[config.mk]
export PLATFORM = sky130hd
export DESIGN_NAME = aisd_core
export DESIGN_NICKNAME = d
export VERILOG_FILES = /design/src/aisd_pkg.sv /design/src/aisd_core.sv /design/src/aisd_seq_table.sv
export VERILOG_INCLUDE_DIRS = /design/src
export SDC_FILE = /design/constraint.sdc
export NUM_CORES = 1
export LEC_CHECK = 0
export BUFFER_PORTS_ARGS = -buffer_cell sky130_fd_sc_hd__buf_2
export CAP_MARGIN = 25
export CORE_MARGIN = 3
export CORE_UTILIZATION = 50
export CTS_BUF_LIST = sky130_fd_sc_hd__clkbuf_2 sky130_fd_sc_hd__clkbuf_4 sky130_fd_sc_hd__clkbuf_8
export DETAILED_ROUTE_END_ITERATION = 8
export PLACE_DENSITY = 0.83
export SKIP_CTS_REPAIR_TIMING = 1
export SLEW_MARGIN = 20
export SYNTH_ARGS = -nofsm -noshare
export SYNTH_HDL_FRONTEND = slang
export SYNTH_HIERARCHICAL = 1
export SYNTH_SLANG_ARGS = --single-unit
[constraint.sdc]
create_clock -name mclk_i -period 2.12 [get_ports mclk_i]
set_input_delay 0.424 -clock mclk_i [delete_from_list [all_inputs] [get_ports mclk_i]]
set_output_delay 0.424 -clock mclk_i [all_outputs]
set_load 0.005 [all_outputs]
[src/aisd_cfg.svh]
/*
 * Constants for the input select and test decoder: word layout, reset values, codes.
 * Assumes inclusion by the design modules; definitions only.
 */
`ifndef AISD_CFG_SVH
`define AISD_CFG_SVH

`define AISD_DATA_W      10
`define AISD_IDX_WORD0   2'h0
`define AISD_BIT_PICK    3
`define AISD_BIT_PAIR    5
`define AISD_BIT_SCAN    7
`define AISD_BIT_TEST    8
`define AISD_RESET_WORD  10'h020
`define AISD_CODE_TOP_BIN   10'h3FF
`define AISD_CODE_MID_BIN   10'h200
`define AISD_CODE_BOT_BIN   10'h000
`define AISD_CODE_TOP_TWOS  10'h1FF
`define AISD_CODE_MID_TWOS  10'h000
`define AISD_CODE_BOT_TWOS  10'h200

`endif

[src/aisd_pkg.sv]
/*
 * Types for the input select and test decoder.
 * Assumes aisd_cfg.svh is on the include path.
 */
`default_nettype none
package aisd_pkg;
	typedef enum logic [2:0] {
		AISD_SRC_FIRST_POS  = 3'h0,
		AISD_SRC_FIRST_NEG  = 3'h1,
		AISD_SRC_SECOND_POS = 3'h2,
		AISD_SRC_SECOND_NEG = 3'h3,
		AISD_SRC_PAIR_A     = 3'h4,
		AISD_SRC_PAIR_B     = 3'h5,
		AISD_SRC_NONE       = 3'h7
	} aisd_src_t;

	typedef enum logic [1:0] {
		AISD_TEST_OFF = 2'h0,
		AISD_TEST_TOP = 2'h1,
		AISD_TEST_MID = 2'h2,
		AISD_TEST_BOT = 2'h3
	} aisd_test_t;

	// Scan step, Gray along 0-1-3-2
	typedef enum logic [1:0] {
		AISD_ST0 = 2'h0,
		AISD_ST1 = 2'h1,
		AISD_ST2 = 2'h3,
		AISD_ST3 = 2'h2
	} aisd_step_t;

	typedef struct packed {
		logic       scan;
		logic [1:0] pair;
		logic [1:0] pick;
	} aisd_sel_t;

	typedef struct packed {
		aisd_src_t  src;
		aisd_test_t test;
		logic       scanning;
		logic       reserved;
	} aisd_route_t;
endpackage
`default_nettype wire

[src/aisd_core.sv]
/*
 * Input select and test decoder: holds control word zero, steps the autoscan
 * sequence on each sample strobe and reports the input or test code to convert.
 * Assumes a host writes with wr_i one cycle, index and data stable that cycle,
 * and that sample_i pulses once per conversion from the sampling clock.
 */
`include "aisd_cfg.svh"
`timescale 1ns/1ns
`default_nettype none
module aisd_core
	import aisd_pkg::*;
#(
	parameter int DATA_W = `AISD_DATA_W
) (
	input  wire logic              mclk_i,
	input  wire logic              rst_i,
	input  wire logic              wr_i,
	input  wire logic              reg_index_lo_i,
	input  wire logic              reg_index_hi_i,
	input  wire logic [DATA_W-1:0] data_i,
	input  wire logic              sample_i,
	input  wire logic              twos_i,
	output aisd_src_t              src_o,
	output logic                   test_on_o,
	output logic [DATA_W-1:0]      test_code_o,
	output logic                   scanning_o,
	output logic                   reserved_o,
	output logic                   step_o,
	output logic [DATA_W-1:0]      word_o
);
	logic [DATA_W-1:0] word;
	logic [DATA_W-1:0] next_word;
	aisd_step_t        step;
	aisd_step_t        next_step;
	aisd_sel_t         sel;
	aisd_test_t        test;
	aisd_src_t         tbl_src;
	logic [1:0]        tbl_len;
	logic              tbl_res;
	aisd_src_t         next_src;
	logic              next_test_on;
	logic [DATA_W-1:0] next_test_code;
	logic              next_scanning;
	logic              next_step_pulse;
	logic              write0;

	assign write0 = wr_i && ({reg_index_hi_i, reg_index_lo_i} == `AISD_IDX_WORD0);
	assign sel    = aisd_sel_t'(word[`AISD_BIT_SCAN:`AISD_BIT_PICK]);
	assign test   = aisd_test_t'(word[`AISD_BIT_TEST+1:`AISD_BIT_TEST]);

	aisd_seq_table u_table (
		.sel_i      (sel),
		.step_i     (step),
		.src_o      (tbl_src),
		.len_o      (tbl_len),
		.reserved_o (tbl_res)
	);

	function automatic aisd_step_t step_after(input aisd_step_t s, input logic [1:0] last);
		aisd_step_t n;
		n = AISD_ST0;
		case (s)
			AISD_ST0: n = (last == 2'h0) ? AISD_ST0 : AISD_ST1;
			AISD_ST1: n = (last == 2'h1) ? AISD_ST0 : AISD_ST2;
			AISD_ST2: n = (last == 2'h2) ? AISD_ST0 : AISD_ST3;
			AISD_ST3: n = AISD_ST0;
			default:  n = AISD_ST0;
		endcase
		return n;
	endfunction

	always_comb begin
		next_word = word;
		next_step = step;
		next_step_pulse = 1'b0;
		if (write0) begin
			next_word = data_i;
			next_step = AISD_ST0; // New selection restarts at step AISD_ST0
		end else if (sample_i && (tbl_len != 2'h0)) begin
			next_step = step_after(step, tbl_len);
			next_step_pulse = 1'b1;
		end else if (tbl_len == 2'h0) begin
			next_step = AISD_ST0;
		end
	end

	always_comb begin
		next_src       = tbl_src;
		next_scanning  = (tbl_len != 2'h0);
		next_test_on   = (test != AISD_TEST_OFF);
		next_test_code = {DATA_W{1'b0}};
		case (test)
			AISD_TEST_TOP: next_test_code = twos_i ? `AISD_CODE_TOP_TWOS : `AISD_CODE_TOP_BIN;
			AISD_TEST_MID: next_test_code = twos_i ? `AISD_CODE_MID_TWOS : `AISD_CODE_MID_BIN;
			AISD_TEST_BOT: next_test_code = twos_i ? `AISD_CODE_BOT_TWOS : `AISD_CODE_BOT_BIN;
			default:       next_test_code = {DATA_W{1'b0}};
		endcase
		if (next_test_on) begin
			next_src = AISD_SRC_NONE;
		end
	end

	always_ff @(posedge mclk_i or posedge rst_i) begin
		if (rst_i) begin
			word        <= `AISD_RESET_WORD;
			step        <= AISD_ST0;
			src_o       <= AISD_SRC_NONE;
			test_on_o   <= 1'b0;
			test_code_o <= {DATA_W{1'b0}};
			scanning_o  <= 1'b0;
			reserved_o  <= 1'b0;
			step_o      <= 1'b0;
			word_o      <= `AISD_RESET_WORD;
		end else begin
			word        <= next_word;
			step        <= next_step;
			src_o       <= next_src;
			test_on_o   <= next_test_on;
			test_code_o <= next_test_code;
			scanning_o  <= next_scanning;
			reserved_o  <= tbl_res; // Flag only; host must avoid these
			step_o      <= next_step_pulse;
			word_o      <= word;
		end
	end

	// Assertions
	property p_single_hold;
		@(posedge mclk_i) disable iff (rst_i)
		(sel == 5'b00010 && test == AISD_TEST_OFF && !write0) |=> (src_o == AISD_SRC_SECOND_POS);
	endproperty
	a_single_hold: assert property (p_single_hold) else $error("single-ended pick wrong");

	property p_diff_pick;
		@(posedge mclk_i) disable iff (rst_i)
		(sel == 5'b00101 && test == AISD_TEST_OFF) |=> (src_o == AISD_SRC_PAIR_B);
	endproperty
	a_diff_pick: assert property (p_diff_pick) else $error("differential pick wrong");

	property p_two_alt;
		@(posedge mclk_i) disable iff (rst_i)
		(sel == 5'b10001 && !write0 && step == AISD_ST1 && sample_i) |=> (step == AISD_ST0);
	endproperty
	a_two_alt: assert property (p_two_alt) else $error("two-input scan did not wrap");

	property p_three_wrap;
		@(posedge mclk_i) disable iff (rst_i)
		(sel == 5'b10010 && !write0 && step == AISD_ST2 && sample_i) |=> (step == AISD_ST0);
	endproperty
	a_three_wrap: assert property (p_three_wrap) else $error("three-input scan did not wrap");

	property p_four_step;
		@(posedge mclk_i) disable iff (rst_i)
		(sel == 5'b10011 && !write0 && step == AISD_ST2 && sample_i) |=> (step == AISD_ST3);
	endproperty
	a_four_step: assert property (p_four_step) else $error("four-input scan skipped");

	property p_mixed_two;
		@(posedge mclk_i) disable iff (rst_i)
		(sel == 5'b10101 && step == AISD_ST1 && test == AISD_TEST_OFF) |=> (src_o == AISD_SRC_PAIR_B);
	endproperty
	a_mixed_two: assert property (p_mixed_two) else $error("mixed scan step wrong");

	property p_mixed_three;
		@(posedge mclk_i) disable iff (rst_i)
		(sel == 5'b10110 && step == AISD_ST2 && test == AISD_TEST_OFF) |=> (src_o == AISD_SRC_PAIR_B);
	endproperty
	a_mixed_three: assert property (p_mixed_three) else $error("mixed three step wrong");

	property p_pairs;
		@(posedge mclk_i) disable iff (rst_i)
		(sel == 5'b11001 && step == AISD_ST0 && test == AISD_TEST_OFF) |=> (src_o == AISD_SRC_PAIR_A);
	endproperty
	a_pairs: assert property (p_pairs) else $error("pair scan step wrong");

	property p_no_scan_hold;
		@(posedge mclk_i) disable iff (rst_i)
		(!sel.scan && !write0) |=> (step == AISD_ST0) ##1 (!scanning_o);
	endproperty
	a_no_scan_hold: assert property (p_no_scan_hold) else $error("stepped without scan");

	property p_test_codes;
		@(posedge mclk_i) disable iff (rst_i)
		(test == AISD_TEST_MID && !twos_i) |=> (test_on_o && test_code_o == 10'h200);
	endproperty
	a_test_codes: assert property (p_test_codes) else $error("midpoint code wrong");

	property p_write_restart;
		@(posedge mclk_i) disable iff (rst_i)
		write0 |=> (step == AISD_ST0);
	endproperty
	a_write_restart: assert property (p_write_restart) else $error("scan not restarted");

	property p_three_third;
		@(posedge mclk_i) disable iff (rst_i)
		(sel == 5'b10010 && step == AISD_ST2 && test == AISD_TEST_OFF)
			|=> (src_o == AISD_SRC_SECOND_POS);
	endproperty
	a_three_third: assert property (p_three_third) else $error("third input wrong");

	property p_four_pulse;
		@(posedge mclk_i) disable iff (rst_i)
		(sel == 5'b10011 && sample_i && !write0) |=> step_o;
	endproperty
	a_four_pulse: assert property (p_four_pulse) else $error("no step pulse");

	property p_top_twos;
		@(posedge mclk_i) disable iff (rst_i)
		(test == AISD_TEST_TOP && twos_i) |=> (test_on_o && test_code_o == 10'h1FF);
	endproperty
	a_top_twos: assert property (p_top_twos) else $error("top code wrong");

	property p_bot_twos;
		@(posedge mclk_i) disable iff (rst_i)
		(test == AISD_TEST_BOT && twos_i) |=> (test_on_o && test_code_o == 10'h200);
	endproperty
	a_bot_twos: assert property (p_bot_twos) else $error("bottom code wrong");

	property p_normal_off;
		@(posedge mclk_i) disable iff (rst_i)
		(test == AISD_TEST_OFF) |=> (!test_on_o && test_code_o == 10'h000);
	endproperty
	a_normal_off: assert property (p_normal_off) else $error("test level while off");

	property p_test_replace;
		@(posedge mclk_i) disable iff (rst_i)
		(test != AISD_TEST_OFF) |=> (src_o == AISD_SRC_NONE);
	endproperty
	a_test_replace: assert property (p_test_replace) else $error("input not replaced");
endmodule
`default_nettype wire

[src/aisd_seq_table.sv]
/*
 * Pure decode of selection bits and scan step into the input to convert.
 * Assumes the caller registers the result and owns the step counter.
 */
`include "aisd_cfg.svh"
`timescale 1ns/1ns
`default_nettype none
module aisd_seq_table
	import aisd_pkg::*;
(
	input  wire aisd_sel_t  sel_i,
	input  wire aisd_step_t step_i,
	output aisd_src_t       src_o,
	output logic [1:0]      len_o,
	output logic            reserved_o
);
	always_comb begin
		src_o      = AISD_SRC_NONE;
		len_o      = 2'h0;
		reserved_o = 1'b0;
		case ({sel_i.scan, sel_i.pair})
			3'b000: begin
				src_o = aisd_src_t'({1'b0, sel_i.pick});
			end
			3'b001: begin
				case (sel_i.pick)
					2'h0: src_o = AISD_SRC_PAIR_A;
					2'h1: src_o = AISD_SRC_PAIR_B;
					default: reserved_o = 1'b1;
				endcase
			end
			3'b100: begin
				len_o = sel_i.pick;
				case (step_i)
					AISD_ST0: src_o = AISD_SRC_FIRST_POS;
					AISD_ST1: src_o = AISD_SRC_FIRST_NEG;
					AISD_ST2: src_o = AISD_SRC_SECOND_POS;
					AISD_ST3: src_o = AISD_SRC_SECOND_NEG;
					default: src_o = AISD_SRC_NONE;
				endcase
				if (sel_i.pick == 2'h0) begin
					reserved_o = 1'b1;
				end
			end
			3'b101: begin
				if (sel_i.pick == 2'h1) begin
					len_o = 2'h1;
					src_o = (step_i == AISD_ST0) ? AISD_SRC_FIRST_POS : AISD_SRC_PAIR_B;
				end else if (sel_i.pick == 2'h2) begin
					len_o = 2'h2;
					case (step_i)
						AISD_ST0: src_o = AISD_SRC_FIRST_POS;
						AISD_ST1: src_o = AISD_SRC_FIRST_NEG;
						default:  src_o = AISD_SRC_PAIR_B;
					endcase
				end else begin
					reserved_o = 1'b1;
				end
			end
			3'b110: begin
				if (sel_i.pick == 2'h1) begin
					len_o = 2'h1;
					src_o = (step_i == AISD_ST0) ? AISD_SRC_PAIR_A : AISD_SRC_PAIR_B;
				end else begin
					reserved_o = 1'b1;
				end
			end
			default: reserved_o = 1'b1;
		endcase
	end
endmodule
`default_nettype wire

==> impl_metrics.toml <==
[placed_design]
io_buffers = 43
routabilityCongestion = 0.8310
dpl.hpwl_mm = 2.060
dp_slack_ns = 0.3773

[sta]
hold_viol = 0
finalMaxSlewViolations = 0
worst_clock_skew_ns = 0.01002
timing.final.ws_setup_ns = 0.3643
timing.hold.ws_ns = 0.1596
setup_viol = 0
max_freq_ghz = 0.5696
setup_tns_ns = 0
slew_headroom_pct = 75.13
tightest_slew_ns = 0.3727
timing.final.crit_share_pct = 82.82
fin_crit_ns = 1.756
rsz0062_at_grt = "no"

[global_routing]
grt_pass1_wl_mm = 4.222
grt_max_degree = 32
grt_usage_pct = 15.77
overflow = 0
grt_antenna_before_repair = 0
grt_pass1_vias = 956

[setup_path]
r2r_start = "word[4]"
cp_cell_sequence = "inv_1, ha_1, inv_1, a21oi_1, o211a_1, or2_2, nand2_1, nor2_1"
setup.worst_path.start_class = "register"
critPathSlowestCell = "dfrtp_1"
crit_start = "word[4]"
cp_max_fo = 6
arrival_ns = 1.96
rr_endpoint = "step_o"
cp-end-kind = "register"
cp_num_buf_inv = 2
critical-path-max-stage-delay_ns = 0.46
crit_family = "flip-flops"
crit_top_cell = "inv_1"
reg2reg_slack_ns = 0.36
path_class = "register to register"
cp_data_required_time_ns = 2.32
rr_worst_depth = 8

[finish]
drive_gt1_share_pct = 46.30
areaGrowthSynthToFinish_pct = 17.39
fin_util_pct = 62.93
layout_commonest_cell = "buf_2"
layout_common_cells = "buf_2, dfrtp_1, ha_1"
multi_input_area_sq_um = 598.1
seqCellArea_sq_um = 782.0
fillers = 236
nets = 187
num_antenna_cells = 0

[floorplan]
die_w_microns = 60.85
die_height_microns = 60.85
num_rows = 19
core_sq_um = 2805
start_util_pct = 53.61
die_area_sq_um = 3702
num_io_pins = 44

[drt]
via_per_inst = 5.145
num_vias = 993
drt-total-wl_mm = 2.680
first_pass_iters = 4
ant_nets = 0
drt_iter0_markers = 23
avgRoutedWirePerCell_microns = 13.89
drc_errors = 0

[clocking]
cts_buffers = 5
cts_sinks = 31
htreeDepth = 2
cts_root_buf = "clkbuf_4"
cts_tree = "built"
clockBufferDepth = 2
cts.reportedPaths.clkPinSlew_ns = 0.10
clk_latency_ns = 0.32

[synth]
synth_seq_area_share_pct = 52.00
syn_inst = 120
synth_cell_types = 34
syn_area_sq_um = 1504
syn-num-nets = 146
yosysWarnings = 6
synth-seq-cells = 31
synth_area_per_cell_sq_um = 12.53

[power]
powerDensity_nw_per_um2 = 961.4
finalPower_uw = 1697
p_leak_uw = 0.0008823
ir_worst_vdd_mv = 0.7433

[run]
maxCapViolCount = 0

[min_path]
min_path_type = "input port to asynchronous set/reset pin"

[run_status]
status = "completed"
where the power goes:
part | leakage (uW) | total (uW) | internal, uW | switching, uW
Sequential | 0.000366 | 816 | 716 | 99.7
Clock | 0.0000482 | 467 | 279 | 189
Combinational | 0.000468 | 414 | 225 | 190
Total | 0.000882 | 1700 | 1220 | 478
routing by layer:
metal  GRT usage (%)  wire length, microns  vias up
li1                -                     -      488
met1           17.02                  1051      466
met2           26.72                  1423       37
met3           6.383                   190        2
met4           7.740                    15        0
met5               0                     0        -
cell families (layout without fill, tap and decap cells):
group / Yosys count / in the layout / synth area share [%]
flops: 31 / 31 / 52.00
buf+inv: 19 / 61 / 8.236
mux: 12 / 12 / 10.90
fa+ha+maj: 9 / 9 / 7.488
compound gates: 14 / 14 / 7.321
xor+xnor: 1 / 1 / 0.5825
simple gates: 34 / 34 / 13.48
synth_stat cells:
master | instances | area, sq um
a32oi_1 | 1 | 8.760
o21ai_0 | 2 | 10.01
buf_4 | 8 | 60.06
or2_2 | 2 | 12.51
mux2_4 | 8 | 120.1
nand2b_1 | 4 | 25.02
o2111ai_2 | 1 | 15.01
nor3b_4 | 1 | 18.77
a21oi_1 | 3 | 15.01
nand3b_1 | 2 | 15.01
dfrtp_1 | 26 | 650.6
dfstp_2 | 5 | 131.4
nand3_1 | 3 | 15.01
buf_6 | 3 | 33.78
or3_1 | 3 | 18.77
nand4bb_1 | 1 | 11.26
o21ai_2 | 1 | 8.760
o21bai_1 | 1 | 7.510
mux2_2 | 3 | 33.78
nor2_1 | 8 | 30.03
o31a_1 | 1 | 8.760
xor2_1 | 1 | 8.760
nor2b_1 | 1 | 6.260
a2111oi_2 | 1 | 15.01
mux2i_1 | 1 | 10.01
nand4_1 | 3 | 18.77
nand2_1 | 4 | 15.01
nor3b_1 | 1 | 7.510
o21ai_1 | 1 | 5.000
ha_1 | 9 | 112.6
o211a_1 | 1 | 10.01
a31oi_1 | 1 | 6.260
nand4b_1 | 1 | 8.760
inv_1 | 8 | 30.03
cell type report:
type                       instances  share of cell area [%]
tap                               31                   2.197
timing repair buffer              45                   13.04
sequential                        31                   44.29
clock buffer                       6                   2.906
multi-input combinational         70                   33.88
inverter                           8                   1.701
clock inverter                     2                   1.984
state kept, by name, summed over array words and instances, names as in the netlist:
register     count
step_o           1
scanning_o       1
test_code_o      2
test_on_o        1
word_o          10
word            10
step             2
reserved_o       1
src_o            3
worst max-delay path by stage:
stage	end	slack, ns	cells after the start
4_1_cts	step_o	0.37	8
2_1_floorplan	step_o	0.56	8
3_5_place_dp	step_o	0.38	8
5_1_grt	step_o	0.26	8
6_report	step_o	0.36	8
3_3_place_gp	step_o	0.49	8
worst min-delay path: cells and delay by family:
| family | cells | cell delay, ns |
|---|---|---|
| buffers and inverters | 3 | 0.47 |
metrics by stage:
stage / instance area [sq um] / instances
2_1_floorplan: 1504 / 120
3_3_place_gp: 1679 / 185
3_5_place_dp: 1679 / 185
4_1_cts: 1765 / 193
5_1_grt: 1765 / 193
6_report: 1765 / 193
Note: power is estimated with default switching activity, not from simulation.
